==> config.mk <==
export PLATFORM = sky130hd
export DESIGN_NAME = ps2s_top
export DESIGN_NICKNAME = d
export VERILOG_FILES = /design/src/rtl/ps2s_pkg.sv /design/src/rtl/ps2s_if.sv /design/src/rtl/ps2s_edge.sv /design/src/rtl/ps2s_top.sv
export VERILOG_INCLUDE_DIRS = /design/src /design/src/rtl
export SDC_FILE = /design/constraint.sdc
export NUM_CORES = 1
export LEC_CHECK = 0
export BUFFER_PORTS_ARGS = -buffer_cell sky130_fd_sc_hd__buf_2
export CORE_MARGIN = 5
export CORE_UTILIZATION = 61
export DETAILED_ROUTE_END_ITERATION = 7
export PLACE_DENSITY = 0.83
export SETUP_SLACK_MARGIN = 0.5
export SKIP_CTS_REPAIR_TIMING = 1
export SLEW_MARGIN = 20
export SYNTH_ARGS = -nofsm -noshare
export SYNTH_HDL_FRONTEND = slang
export SYNTH_HIERARCHICAL = 1
export SYNTH_SLANG_ARGS = --single-unit
==> constraint.sdc <==
create_clock -name clk_i -period 6.5 [get_ports clk_i]
set_input_delay 0.975 -clock clk_i [delete_from_list [all_inputs] [get_ports clk_i]]
set_output_delay 0.975 -clock clk_i [all_outputs]
set_load 0.02 [all_outputs]
==> src/rtl/ps2s_cfg.svh <==
// Purpose: Offsets, field positions, reset values and timing counts of the PS/2 channel status logic
// Assumes: 10 MHz core clock, word-aligned Wishbone byte addresses
// Notes:   Definitions only
`ifndef PS2S_CFG_SVH
`define PS2S_CFG_SVH

// Register byte offsets
`define PS2S_OFS_DATA      8'h00
`define PS2S_OFS_CTRL      8'h04
`define PS2S_OFS_STATUS    8'h08
`define PS2S_OFS_IRQ_MASK  8'h0C
`define PS2S_OFS_IRQ_STAT  8'h10

// Status and interrupt bit positions
`define PS2S_B_START_LATE  7
`define PS2S_B_RX_IDLE     6
`define PS2S_B_TX_WD       5
`define PS2S_B_TX_QUIET    4
`define PS2S_B_STOP_ERR    3
`define PS2S_B_RX_WD       1

// Control field positions
`define PS2S_B_DIR         0
`define PS2S_B_EN          1
`define PS2S_B_PAR_LO      2
`define PS2S_B_STOP_LO     4

// Stop level encodings
`define PS2S_STOP_HIGH     2'h0
`define PS2S_STOP_LOW      2'h1
`define PS2S_STOP_IGNORE   2'h2

// Reset values
`define PS2S_RX_DATA_RST   8'hFF
`define PS2S_STAT_RST      8'h00
`define PS2S_MASK_RST      8'h00

// Timing
`define PS2S_CLK_KHZ       10000
`define PS2S_T_BIT_US      300
`define PS2S_T_HOLD_US     300
`define PS2S_T_INHIBIT_US  100
`define PS2S_T_START_MS    25
`define PS2S_T_FRAME_MS    2
`define PS2S_BIT_CYC       ((`PS2S_T_BIT_US * `PS2S_CLK_KHZ) / 1000)
`define PS2S_HOLD_CYC      ((`PS2S_T_HOLD_US * `PS2S_CLK_KHZ + 999) / 1000)
`define PS2S_INHIBIT_CYC   ((`PS2S_T_INHIBIT_US * `PS2S_CLK_KHZ + 999) / 1000)
`define PS2S_START_CYC     (`PS2S_T_START_MS * `PS2S_CLK_KHZ)
`define PS2S_FRAME_CYC     (`PS2S_T_FRAME_MS * `PS2S_CLK_KHZ)

`endif

==> src/rtl/ps2s_pkg.sv <==
// Purpose: Types of the PS/2 channel status logic
// Assumes: Constants live in ps2s_cfg.svh
// Notes:   State of each module is one packed struct
package ps2s_pkg;

  typedef enum logic [1:0] {
    TX_IDLE,
    TX_INHIBIT,
    TX_WAIT_START,
    TX_SHIFT
  } ps2s_tx_t;

  typedef struct packed {
    logic [1:0] m;
    logic [1:0] s;
    logic       d;
  } ps2s_sync_t;

  typedef struct packed {
    logic        ack;
    logic [31:0] dat;
    logic        en;
    logic        dir;
    logic [1:0]  par;
    logic [1:0]  stop;
    ps2s_tx_t    tx_st;
    logic [8:0]  txsh;
    logic [3:0]  txn;
    logic [3:0]  rxn;
    logic [7:0]  rxsh;
    logic [7:0]  rxd;
    logic [17:0] tmr;
    logic [14:0] frm;
    logic        start_late;
    logic        tx_wd;
    logic        tx_quiet;
    logic        stop_err;
    logic        rx_wd;
    logic        hold;
    logic        hold_seen;
    logic [11:0] hcnt;
    logic [7:0]  ist;
    logic [7:0]  imask;
    logic        irq;
    logic        clk_oe;
    logic        dat_oe;
  } ps2s_state_t;

endpackage : ps2s_pkg

==> src/rtl/ps2s_if.sv <==
// Purpose: Carries the synchronised link view from the edge finder to the channel logic
// Assumes: Single clock domain
// Notes:   clk_fall is a one-cycle pulse
`timescale 1ns/100ps
interface ps2s_if;
  logic clk_fall;
  logic dat_sync;
  modport src (output clk_fall, output dat_sync);
  modport dst (input clk_fall, input dat_sync);
endinterface : ps2s_if

==> src/rtl/ps2s_edge.sv <==
// Purpose: Synchronises the PS/2 clock and data lines and finds clock falling edges
// Assumes: Line levels are asynchronous to clk_i
// Notes:   First stage is read only by the second stage
`timescale 1ns/100ps
module ps2s_edge (
  // Clock and reset
  input  wire logic clk_i,
  input  wire logic rst_i,
  // Raw line levels
  input  wire logic line_clk_i,
  input  wire logic line_dat_i,
  // Synchronised view
  ps2s_if.src       lnk
);

  ps2s_pkg::ps2s_sync_t s_r;
  ps2s_pkg::ps2s_sync_t s_nxt;

  always_comb begin
    s_nxt   = s_r;
    s_nxt.m = {line_dat_i, line_clk_i};
    s_nxt.s = s_r.m;
    s_nxt.d = s_r.s[0];
  end

  always_ff @(posedge clk_i) begin
    if (rst_i) begin
      s_r <= '{m: 2'h3, s: 2'h3, d: 1'b1};
    end else begin
      s_r <= s_nxt;
    end
  end

  assign lnk.clk_fall = s_r.d & ~s_r.s[0];
  assign lnk.dat_sync = s_r.s[1];

endmodule : ps2s_edge

==> src/rtl/ps2s_top.sv <==
// Purpose: Status, timeout and framing-error logic of one PS/2 channel, Wishbone slave
// Assumes: 10 MHz clk_i, synchronous active-high reset, open-drain PS/2 lines
// Notes:   Operation
`timescale 1ns/100ps
`include "ps2s_cfg.svh"
module ps2s_top #(
  parameter int unsigned START_CYC = `PS2S_START_CYC,
  parameter int unsigned FRAME_CYC = `PS2S_FRAME_CYC
) (
  // Clock and reset
  input  wire logic        clk_i,
  input  wire logic        rst_i,
  // Wishbone slave
  input  wire logic        wb_cyc_i,
  input  wire logic        wb_stb_i,
  input  wire logic        wb_we_i,
  input  wire logic [7:0]  wb_adr_i,
  input  wire logic [3:0]  wb_sel_i,
  input  wire logic [31:0] wb_dat_i,
  output logic      [31:0] wb_dat_o,
  output logic             wb_ack_o,
  // PS/2 clock line
  input  wire logic        ps2_clk_i,
  output logic             ps2_clk_o,
  output logic             ps2_clk_oe_o,
  // PS/2 data line
  input  wire logic        ps2_dat_i,
  output logic             ps2_dat_o,
  output logic             ps2_dat_oe_o,
  // Interrupt
  output logic             irq_o
);

  localparam logic [17:0] BIT_CYC = 18'(`PS2S_BIT_CYC);
  localparam logic [11:0] HOLD_CYC = 12'(`PS2S_HOLD_CYC);
  localparam logic [17:0] INH_CYC = 18'(`PS2S_INHIBIT_CYC);
  localparam logic [17:0] START_LIM = 18'(START_CYC - 1);
  localparam logic [14:0] FRAME_LIM = 15'(FRAME_CYC);

  ps2s_pkg::ps2s_state_t s_r;
  ps2s_pkg::ps2s_state_t s_nxt;

  ps2s_if u_lnk ();

  ps2s_edge u_edge (
    .clk_i      (clk_i),
    .rst_i      (rst_i),
    .line_clk_i (ps2_clk_i),
    .line_dat_i (ps2_dat_i),
    .lnk        (u_lnk.src)
  );

  function automatic logic hit(input logic [7:0] adr, input logic [7:0] ofs);
    hit = (adr[7:2] == ofs[7:2]);
  endfunction : hit

  function automatic logic [7:0] status_byte(input ps2s_pkg::ps2s_state_t st);
    logic [7:0] v;
    v                      = `PS2S_STAT_RST;
    v[`PS2S_B_START_LATE]  = st.start_late;
    v[`PS2S_B_RX_IDLE]     = (st.rxn == 4'h0);
    v[`PS2S_B_TX_WD]       = st.tx_wd;
    v[`PS2S_B_TX_QUIET]    = st.tx_quiet;
    v[`PS2S_B_STOP_ERR]    = st.stop_err;
    v[`PS2S_B_RX_WD]       = st.rx_wd;
    status_byte            = v;
  endfunction : status_byte

  always_comb begin
    logic       acc;
    logic       wr;
    logic       rd;
    logic       wr_ctrl;
    logic       rd_stat;
    logic       tx_go;
    logic       fall;
    logic       din;
    logic [3:0] cnt;
    logic [7:0] w1c;
    logic [7:0] iclr;
    logic       ev_start;
    logic       ev_txwd;
    logic       ev_stop;
    logic       ev_rxwd;
    logic       ev_quiet;
    logic       tx_done;
    logic       en_drop;
    logic       dir_drop;

    s_nxt    = s_r;
    fall     = u_lnk.clk_fall;
    din      = u_lnk.dat_sync;
    cnt      = 4'h0;
    ev_start = 1'b0;
    ev_txwd  = 1'b0;
    ev_stop  = 1'b0;
    ev_rxwd  = 1'b0;
    tx_done  = 1'b0;

    // Bus: ack one cycle after the request, commit at the edge that samples it
    s_nxt.ack = wb_cyc_i & wb_stb_i & ~s_r.ack;
    acc       = wb_cyc_i & wb_stb_i & s_r.ack;
    wr        = acc & wb_we_i & wb_sel_i[0];
    rd        = acc & ~wb_we_i;
    wr_ctrl   = wr & hit(wb_adr_i, `PS2S_OFS_CTRL);
    rd_stat   = rd & hit(wb_adr_i, `PS2S_OFS_STATUS);
    tx_go     = wr & hit(wb_adr_i, `PS2S_OFS_DATA);
    w1c       = (wr & hit(wb_adr_i, `PS2S_OFS_STATUS)) ? wb_dat_i[7:0] : 8'h00;
    iclr      = (wr & hit(wb_adr_i, `PS2S_OFS_IRQ_STAT)) ? wb_dat_i[7:0] : 8'h00;

    if (wr_ctrl) begin
      s_nxt.dir  = wb_dat_i[`PS2S_B_DIR];
      s_nxt.en   = wb_dat_i[`PS2S_B_EN];
      s_nxt.par  = wb_dat_i[`PS2S_B_PAR_LO +: 2];
      s_nxt.stop = wb_dat_i[`PS2S_B_STOP_LO +: 2];
    end
    if (wr & hit(wb_adr_i, `PS2S_OFS_IRQ_MASK)) begin
      s_nxt.imask = wb_dat_i[7:0];
    end
    // Reading the receive data reloads the empty pattern
    if (rd & hit(wb_adr_i, `PS2S_OFS_DATA)) begin
      s_nxt.rxd = `PS2S_RX_DATA_RST;
    end
    en_drop  = s_r.en & ~s_nxt.en;
    dir_drop = s_r.dir & ~s_nxt.dir;

    // Transmit sequencer
    case (s_r.tx_st)
      ps2s_pkg::TX_IDLE: begin
        s_nxt.dat_oe = 1'b0;
        if (tx_go && s_r.en && s_r.dir && !s_r.tx_wd && !s_r.hold && s_r.rxn == 4'h0) begin
          s_nxt.tx_st = ps2s_pkg::TX_INHIBIT;
          s_nxt.tmr   = 18'h0_0000;
          s_nxt.txsh  = {~^wb_dat_i[7:0], wb_dat_i[7:0]};
        end
      end
      ps2s_pkg::TX_INHIBIT: begin
        s_nxt.tmr = s_r.tmr + 18'h0_0001;
        if (s_r.tmr >= INH_CYC - 18'h0_0001) begin
          s_nxt.tx_st  = ps2s_pkg::TX_WAIT_START;
          s_nxt.tmr    = 18'h0_0000;
          s_nxt.dat_oe = 1'b1;
        end
      end
      ps2s_pkg::TX_WAIT_START: begin
        s_nxt.tmr = s_r.tmr + 18'h0_0001;
        if (fall) begin
          s_nxt.tx_st  = ps2s_pkg::TX_SHIFT;
          s_nxt.txn    = 4'h1;
          s_nxt.tmr    = 18'h0_0000;
          s_nxt.frm    = 15'h0000;
          s_nxt.dat_oe = ~s_r.txsh[0];
          s_nxt.txsh   = {1'b1, s_r.txsh[8:1]};
        end else if (s_r.tmr >= START_LIM) begin
          ev_start = 1'b1;
          ev_txwd  = 1'b1;
        end
      end
      ps2s_pkg::TX_SHIFT: begin
        s_nxt.tmr = s_r.tmr + 18'h0_0001;
        s_nxt.frm = (s_r.frm == 15'h7FFF) ? s_r.frm : s_r.frm + 15'h0001;
        if (fall) begin
          cnt       = s_r.txn + 4'h1;
          s_nxt.txn = cnt;
          s_nxt.tmr = 18'h0_0000;
          if (cnt <= 4'h9) begin
            s_nxt.dat_oe = ~s_r.txsh[0];
            s_nxt.txsh   = {1'b1, s_r.txsh[8:1]};
          end else begin
            s_nxt.dat_oe = 1'b0;
          end
          if (cnt == 4'hA && s_r.frm > FRAME_LIM) begin
            ev_txwd = 1'b1;
          end
          if (cnt == 4'hB) begin
            tx_done = 1'b1;
          end
        end else if (s_r.tmr >= BIT_CYC) begin
          ev_txwd = 1'b1;
        end else if (s_r.txn < 4'hA && s_r.frm > FRAME_LIM) begin
          ev_txwd = 1'b1;
        end
      end
      default: begin
        s_nxt.tx_st = ps2s_pkg::TX_IDLE;
      end
    endcase

    if (tx_done || ev_txwd || !s_nxt.en || !s_nxt.dir) begin
      s_nxt.tx_st  = ps2s_pkg::TX_IDLE;
      s_nxt.txn    = 4'h0;
      s_nxt.dat_oe = 1'b0;
    end

    // Receiver: active only when enabled, receiving and not holding the clock
    if (!s_r.en || s_r.dir || s_r.hold || s_r.tx_st != ps2s_pkg::TX_IDLE) begin
      s_nxt.rxn = 4'h0;
    end else if (fall) begin
      cnt       = s_r.rxn + 4'h1;
      s_nxt.rxn = cnt;
      if (s_r.rxn != 4'h0) begin
        s_nxt.tmr = 18'h0_0000;
      end
      if (cnt == 4'h1) begin
        s_nxt.tmr = 18'h0_0000;
        s_nxt.frm = 15'h0000;
      end else if (cnt <= 4'h9) begin
        s_nxt.rxsh = {din, s_r.rxsh[7:1]};
      end else if (cnt == 4'hA) begin
        ev_rxwd = (s_r.frm > FRAME_LIM);
      end else begin
        s_nxt.rxn = 4'h0;
        case (s_r.stop)
          `PS2S_STOP_HIGH: ev_stop = ~din;
          `PS2S_STOP_LOW:  ev_stop = din;
          default:         ev_stop = 1'b0;
        endcase
        if (!ev_stop) begin
          s_nxt.rxd = s_r.rxsh;
        end
      end
    end else if (s_r.rxn != 4'h0) begin
      s_nxt.tmr = s_r.tmr + 18'h0_0001;
      s_nxt.frm = (s_r.frm == 15'h7FFF) ? s_r.frm : s_r.frm + 15'h0001;
      if (s_r.tmr >= BIT_CYC || (s_r.rxn < 4'hA && s_r.frm > FRAME_LIM)) begin
        ev_rxwd   = 1'b1;
        s_nxt.rxn = 4'h0;
      end
    end
    if (ev_rxwd || ev_stop) begin
      s_nxt.rxn = 4'h0;
      s_nxt.rxd = `PS2S_RX_DATA_RST;
    end

    // Sticky flags: a set in the same cycle as a write-one clear wins
    s_nxt.start_late = (s_r.start_late & ~w1c[`PS2S_B_START_LATE]) | ev_start;
    s_nxt.tx_wd      = (s_r.tx_wd & ~w1c[`PS2S_B_TX_WD]) | ev_txwd;
    s_nxt.stop_err   = (s_r.stop_err & ~w1c[`PS2S_B_STOP_ERR]) | ev_stop;
    s_nxt.rx_wd      = (s_r.rx_wd & ~w1c[`PS2S_B_RX_WD]) | ev_stop | ev_rxwd;

    // Direction forced clear while the transmit timeout stands
    if (s_nxt.tx_wd) begin
      s_nxt.dir = 1'b0;
    end

    // Transmitter idle indicator
    if (tx_go) begin
      s_nxt.tx_quiet = 1'b0;
    end
    if (tx_done || ev_txwd || en_drop || dir_drop || (s_r.dir && !s_nxt.dir)) begin
      s_nxt.tx_quiet = 1'b1;
    end
    ev_quiet = s_nxt.tx_quiet & ~s_r.tx_quiet;

    // Clock hold after a timeout or stop error: minimum time, then until the status is read
    if (ev_txwd || ev_rxwd || ev_stop) begin
      s_nxt.hold      = 1'b1;
      s_nxt.hold_seen = 1'b0;
      s_nxt.hcnt      = 12'h000;
    end else if (s_r.hold) begin
      if (s_r.hcnt < HOLD_CYC) begin
        s_nxt.hcnt = s_r.hcnt + 12'h001;
      end
      s_nxt.hold_seen = s_r.hold_seen | rd_stat;
      if (s_r.hcnt >= HOLD_CYC && (s_r.hold_seen || rd_stat)) begin
        s_nxt.hold = 1'b0;
      end
    end

    // Line drive: disabled or holding pulls clock low, data released
    s_nxt.clk_oe = ~s_nxt.en | s_nxt.hold | (s_nxt.tx_st == ps2s_pkg::TX_INHIBIT);
    if (!s_nxt.en) begin
      s_nxt.dat_oe = 1'b0;
    end

    // Interrupt status
    s_nxt.ist = s_r.ist & ~iclr;
    s_nxt.ist[`PS2S_B_START_LATE] = s_nxt.ist[`PS2S_B_START_LATE] | ev_start;
    s_nxt.ist[`PS2S_B_TX_WD]      = s_nxt.ist[`PS2S_B_TX_WD] | ev_txwd;
    s_nxt.ist[`PS2S_B_TX_QUIET]   = s_nxt.ist[`PS2S_B_TX_QUIET] | ev_quiet;
    s_nxt.ist[`PS2S_B_STOP_ERR]   = s_nxt.ist[`PS2S_B_STOP_ERR] | ev_stop;
    s_nxt.ist[`PS2S_B_RX_WD]      = s_nxt.ist[`PS2S_B_RX_WD] | ev_rxwd | ev_stop;
    s_nxt.irq = |(s_nxt.ist & s_nxt.imask);

    // Read data, loaded with the ack
    s_nxt.dat = 32'h0000_0000;
    if (s_nxt.ack) begin
      if (hit(wb_adr_i, `PS2S_OFS_DATA)) begin
        s_nxt.dat[7:0] = s_r.rxd;
      end else if (hit(wb_adr_i, `PS2S_OFS_CTRL)) begin
        s_nxt.dat[5:0] = {s_r.stop, s_r.par, s_r.en, s_r.dir};
      end else if (hit(wb_adr_i, `PS2S_OFS_STATUS)) begin
        s_nxt.dat[7:0] = status_byte(s_r);
      end else if (hit(wb_adr_i, `PS2S_OFS_IRQ_MASK)) begin
        s_nxt.dat[7:0] = s_r.imask;
      end else if (hit(wb_adr_i, `PS2S_OFS_IRQ_STAT)) begin
        s_nxt.dat[7:0] = s_r.ist;
      end
    end
  end

  always_ff @(posedge clk_i) begin
    if (rst_i) begin
      s_r            <= '0;
      s_r.tx_st      <= ps2s_pkg::TX_IDLE;
      s_r.rxd        <= `PS2S_RX_DATA_RST;
      s_r.imask      <= `PS2S_MASK_RST;
      s_r.txsh       <= 9'h1FF;
      s_r.clk_oe     <= 1'b1;
    end else begin
      s_r <= s_nxt;
    end
  end

  assign wb_dat_o     = s_r.dat;
  assign wb_ack_o     = s_r.ack;
  assign ps2_clk_o    = 1'b0;
  assign ps2_clk_oe_o = s_r.clk_oe;
  assign ps2_dat_o    = 1'b0;
  assign ps2_dat_oe_o = s_r.dat_oe;
  assign irq_o        = s_r.irq;

endmodule : ps2s_top
==> results.txt, run 1 <==
status -> finished, final reports clean
gr usage total -> 25.91%
Final Total Pwr -> 1.878 mW
Leak -> 2.731 nW
worst slew pin tran -> 1.016 ns
GR Overflow Total -> 0
Min Hold Slack -> 0.4063 ns
Finished Layout Cells -> 994
mean number of vias per cell -> 6.215
antenna violations before repair -> 0
CP endpoint kind -> flip-flop
Core Util, Final -> 68.62%
Initial Util -> 62.11%
first-pass GRT wire length -> 28.01 mm
Worst EP arrival -> 3.63 ns
DIE WIDTH -> 115.1 um
CTS tree -> built
clock-pin slew on the worst setup and hold paths -> 0.06 ns
layout net count -> 908
Netlist cell types -> 75
RSZ-0062 raised after global routing -> false
worst vdd ir -> 0.0002981 V
count of warnings emitted by yosys -> 6
Post-synth EDFFs -> 0
Post-route DRC -> 0
Max-Cap Viols -> 0
CTS sink cnt -> 126
Hold Path Class -> flip-flop to flip-flop
Final ANT Viol Nets -> 0
CORE AREA -> 10840 um^2
IO Pins -> 89
Final Skew -> 0.006577 ns
Total Wirelength -> 16.66 mm
P&R area growth vs syn -> 10.48%
fmax -> 315.0 MHz
vias -> 6178
DR pass1 iterations -> 5
Final Setup Violations -> 0
headroom to the max-slew limit -> 31.79%
GPL Wtd Cong -> 0.9123
Port Buffers -> 33
vias in the first global route -> 5984
Wirelength per Cell -> 16.76 um
Site Rows -> 38
Final Max Tran Viols -> 0
crit path max fanout -> 11
Clock Tree Buf Depth -> 2
DR iter-0 viols -> 437
HPWL Detailed -> 11.52 mm
CTS buffer count -> 17
Post-synth ARST share -> 0%
Power Density -> 252.5 nW/um^2
Cell Count Post-Placement -> 964
CP required -> 6.95 ns
clock period minus worst slack -> 3.175 ns
TNS Setup -> 0 ns
Ant. Diodes -> 0
Synth Flop Type -> dfxtp_1
H-tree levels -> 4
crit path launch type -> primary input
Synth Instances -> 833
largest net degree at the start of global routing -> 46
sequential share of the synthesized area -> 37.47%
CTS root buf -> clkbuf_8
die span in y -> 115.1 um
syn_area_per_cell -> 8.082 um^2
Die ar. -> 13240 um^2
crit path kind -> primary input to flip-flop
ratio of cells with drive above 1 in the final layout -> 11.01%
final worst path period share -> 48.84%
clk_lat worst skew -> 0.53 ns
Post-Synthesis Cell Area -> 6733 um^2
final hold vios -> 0
synthesis-stage register bit count -> 126
==> path summary, 6_finish.rpt <==
path              startpoint                  end  slack (ns)  cells past startpoint
max              wb_adr_i[4]              s_r[93]        3.33                      8
max reg2reg         s_r[104]              s_r[21]        3.62                      6
min reg2reg  u_edge/s_nxt[2]  u_edge/lnk.dat_sync        0.41                      1
min          u_edge/s_nxt[2]  u_edge/lnk.dat_sync        0.41                      1
==> per-layer routing <==
layer / part of all wire [%] / vias to the layer above / GRT usage (%)
li1: - / 2957 / -
met1: 42 / 2951 / 30.67
met5: 0 / - / 0
met2: 51 / 230 / 45.45
met3: 5.1 / 40 / 5.211
met4: 2.5 / 0 / 11.19
==> worst max-delay path, cell delays in order <==
cell and delay (ns):
buf_2 0.12, or4_1 0.63, nor2_2 0.39, and3_1 0.55
and3_1 0.22, o22ai_1 0.07, or3_1 0.47, a21oi_1 0.19
==> cell type report <==
type                    instances  area [um^2]
clock inverters                10        186.4
clock buffers                  20        455.4
repair buffers                 38        202.7
fillers                       832         3402
flip-flops and latches        126         2522
well taps                     140        175.2
inverters                      26        97.59
multi-input cells             634         3799
==> synthesized netlist by cell type, types with 6 or more instances <==
cell type / number / share of area (%)
a21oi_1: 48 / 3.6
xor2_1: 6 / 0.78
a31oi_1: 21 / 2.0
nor3_1: 29 / 2.2
xnor2_1: 15 / 2.0
and2_1: 9 / 0.84
a211oi_1: 10 / 1.1
mux2i_1: 22 / 3.3
nand4_1: 9 / 0.84
inv_1: 26 / 1.4
o22ai_1: 8 / 0.74
o211ai_1: 12 / 1.3
o21ai_0: 44 / 3.3
ha_1: 14 / 2.6
nor4_1: 6 / 0.56
and3_1: 16 / 1.5
a22oi_1: 13 / 1.4
clkbuf_1: 24 / 1.3
nand3_1: 43 / 3.2
dfxtp_1: 126 / 37
buf_4: 34 / 3.8
buf_2: 10 / 0.74
or3_1: 14 / 1.3
nand2_1: 66 / 3.7
nor2_1: 102 / 5.7
nor2b_1: 9 / 0.84
==> registers in the layout, summed over array words and instances, names as in the netlist <==
register,count
u_edge/lnk.dat_sync,1
wb_ack_o,1
u_edge/s_r,1
u_edge/s_nxt,3
irq_o,1
ps2_clk_oe_o,1
s_r,109
ps2_dat_oe_o,1
wb_dat_o,8
==> cell usage in the layout (no fill, tap or decap), types with 6 or more instances in the layout <==
cell type and instances:
and2_1 9, or3_1 14, and3_1 16, o22ai_1 8, nand2_1 66, conb_1 26
a31oi_1 21, o211ai_1 12, a21oi_1 48, nand3_1 43, buf_2 33, mux2i_1 22
nand4_1 9, nor2_1 102, clkbuf_16 16, a211oi_1 10, dfxtp_1 126, nor3_1 29
a22oi_1 13, ha_1 14, xnor2_1 15, o21ai_0 44, xor2_1 6, inv_1 26
nor2b_1 9
==> report_power, final <==
part           total (mW)  switching [mW]  internal (mW)
registers           0.778         0.00264          0.776
logic              0.0696          0.0505         0.0191
clock network        1.03           0.343          0.687
total                1.88           0.396           1.48
==> per-stage QoR <==
step / setup WS [ns] / cell area (um^2)
final: 3.325 / 7438
after global routing: 3.207 / 7438
after CTS: 3.383 / 7435
after detailed placement: 2.836 / 6793
after global placement: 2.885 / 6793
after floorplan: 3.557 / 6827
==> cell families after synthesis <==
kind of cell,synth area share [%]
XOR/XNOR,2.732
AO/OA/AOI/OAI,19.98
other,0.05570
AND/OR/NAND/NOR,25.57
multiplexers,3.940
buffers and inverters,7.657
adder cells (fa/ha/maj),2.602
flip-flops,37.47
No activity file was read; power rests on OpenSTA's default activity.
==> inputs of run 2 (changes only) <==
- CORE_UTILIZATION: 61 -> 58
- PLACE_DENSITY: 0.83 -> 0.79
- clock period: 6.5 -> 3.1 ns (I/O delays scaled with it)
==> results.txt, run 2 (synthesized netlist as in run 1, its figures left out) <==
CTS sink cnt -> 126
CP required -> 3.46 ns
layout net count -> 934
vias in the first global route -> 5965
gr usage total -> 24.31%
crit path launch type -> flip-flop
Core Util, Final -> 67.27%
sw power -> 0.9363 mW
Max-Cap Viols -> 0
Wirelength per Cell -> 16.68 um
most frequent cell on the critical path -> buf_4
CTS buffer count -> 17
GR Overflow Total -> 0
Worst EP arrival -> 2.87 ns
vias -> 6317
RSZ-0062 raised after global routing -> true
commonest non-fill, non-tap cell in the layout -> dfxtp_1
antenna violations before repair -> 0
DR iter-0 viols -> 633
commonest non-fill, non-tap cells in the layout -> dfxtp_1, nor2_1, nand2_1
power share of the clock group -> 54.2%
Port Buffers -> 33
fill count -> 901
final worst path period share -> 80.91%
max reg flops -> 109
status -> finished, final reports clean
ordered list of cells on the worst path -> nor2b_1 > buf_4 > or2_2 > or4_1 > a31oi_2 > buf_4 > a21o_1 > a221oi_1 > and3_1 > nand3_1
Post-route DRC -> 0
switch share -> 24.01%
first-pass GRT wire length -> 28.30 mm
Ant. Diodes -> 0
CORE AREA -> 11420 um^2
Site Rows -> 39
GPL Wtd Cong -> 0.9303
Min Hold Slack -> 0.2087 ns
DR pass1 iterations -> 6
H-tree levels -> 4
headroom to the max-slew limit -> 56.02%
CP endpoint kind -> flip-flop
crit path kind -> flip-flop to flip-flop
P&R area growth vs syn -> 14.09%
CTS tree -> built
Final ANT Viol Nets -> 0
mean number of vias per cell -> 6.163
Hold Path Class -> primary input to flip-flop
worst vdd ir -> 0.0005935 V
die span in y -> 117.7 um
fmax -> 398.7 MHz
final hold vios -> 0
Seq pwr share -> 41.8%
crit-path max cell delay -> 0.51 ns
Power Density -> 507.7 nW/um^2
Top reg by flops -> s_r
HPWL Detailed -> 11.69 mm
Initial Util -> 58.96%
Final Skew -> 0.007909 ns
Total Wirelength -> 17.10 mm
Slowest cell on crit path -> or4_1
CTS root buf -> clkbuf_16
clock-pin slew on the worst setup and hold paths -> 0.06 ns
Logic pwr share -> 4.0%
crit path max fanout -> 10
Final Total Pwr -> 3.900 mW
IO Pins -> 89
DIE WIDTH -> 117.7 um
largest net degree at the start of global routing -> 42
worst slew pin tran -> 0.6573 ns
Final Setup Violations -> 0
pre-CTS setup slack -> 0.2516 ns
clock period minus worst slack -> 2.508 ns
clk_lat worst skew -> 0.43 ns
Leak -> 2.870 nW
post-route setup slack -> 0.5917 ns
Clock Tree Buf Depth -> 2
Int Power -> 2.963 mW
Final Max Tran Viols -> 0
Die ar. -> 13860 um^2
ratio of cells with drive above 1 in the final layout -> 14.97%
TNS Setup -> 0 ns
run 2: cell types whose count changed in the layout (fill, tap and decap cells not counted), moves of 2 or more:
| cell | change |
|---|---|
| nand2_2 | +2 |
| nand2_1 | -3 |
| nor3_4 | +2 |
| bufinv_16 | -2 |
| clkbuf_8 | -4 |
| inv_8 | +2 |
| buf_4 | +26 |
| inv_6 | +7 |
run 2: critical path, delay by kind of cell (launching register included):
kind                   cells  cell delay (ns)
flip-flops                 1             0.29
AND/OR/NAND/NOR            5             1.28
buffers and inverters      2             0.37
AO/OA/AOI/OAI              3             0.50
run 2: worst paths after layout:
kind / cells after the start / start / slack (ns) / end
max: 10 / u_edge/s_r[0] / 0.59 / irq_o
min: 2 / ps2_dat_i / 0.21 / u_edge/s_nxt[2]
max reg2reg: 10 / u_edge/s_r[0] / 0.59 / irq_o
min reg2reg: 1 / u_edge/s_nxt[2] / 0.40 / u_edge/lnk.dat_sync
run 2: through the flow:
stage	area, um^2	cells
final	7681	1025
after global routing	7681	1025
after CTS	7547	1016
after detailed placement	6924	984
after global placement	6924	984
after floorplan	6827	858
run 2: power by group through the flow:
stage	sequential [mW]	combinational, mW	clock [mW]
floorplan	1.67	0.126	0
global placement	1.67	0.143	0
detailed placement	1.67	0.146	0
CTS	1.63	0.147	2.13
global route	1.63	0.165	2.21
finish	1.63	0.154	2.11
run 2: metal layers:
metal	track usage (%)	wire length (um)
met1	30.06	7167
met2	39.14	8157
met3	6.391	1085
met4	11.97	691
met5	0	0
run 2: cell type report:
cell class	count	area, um^2	share of cell area (%)
Clock inverter	15	197.7	2.574
Clock buffer	17	425.4	5.538
Sequential cell	126	2522	32.84
Tap cell	143	178.9	2.329
Timing Repair Buffer	64	397.9	5.180
Multi-Input combinational cell	634	3861	50.27
Inverter	26	97.59	1.271
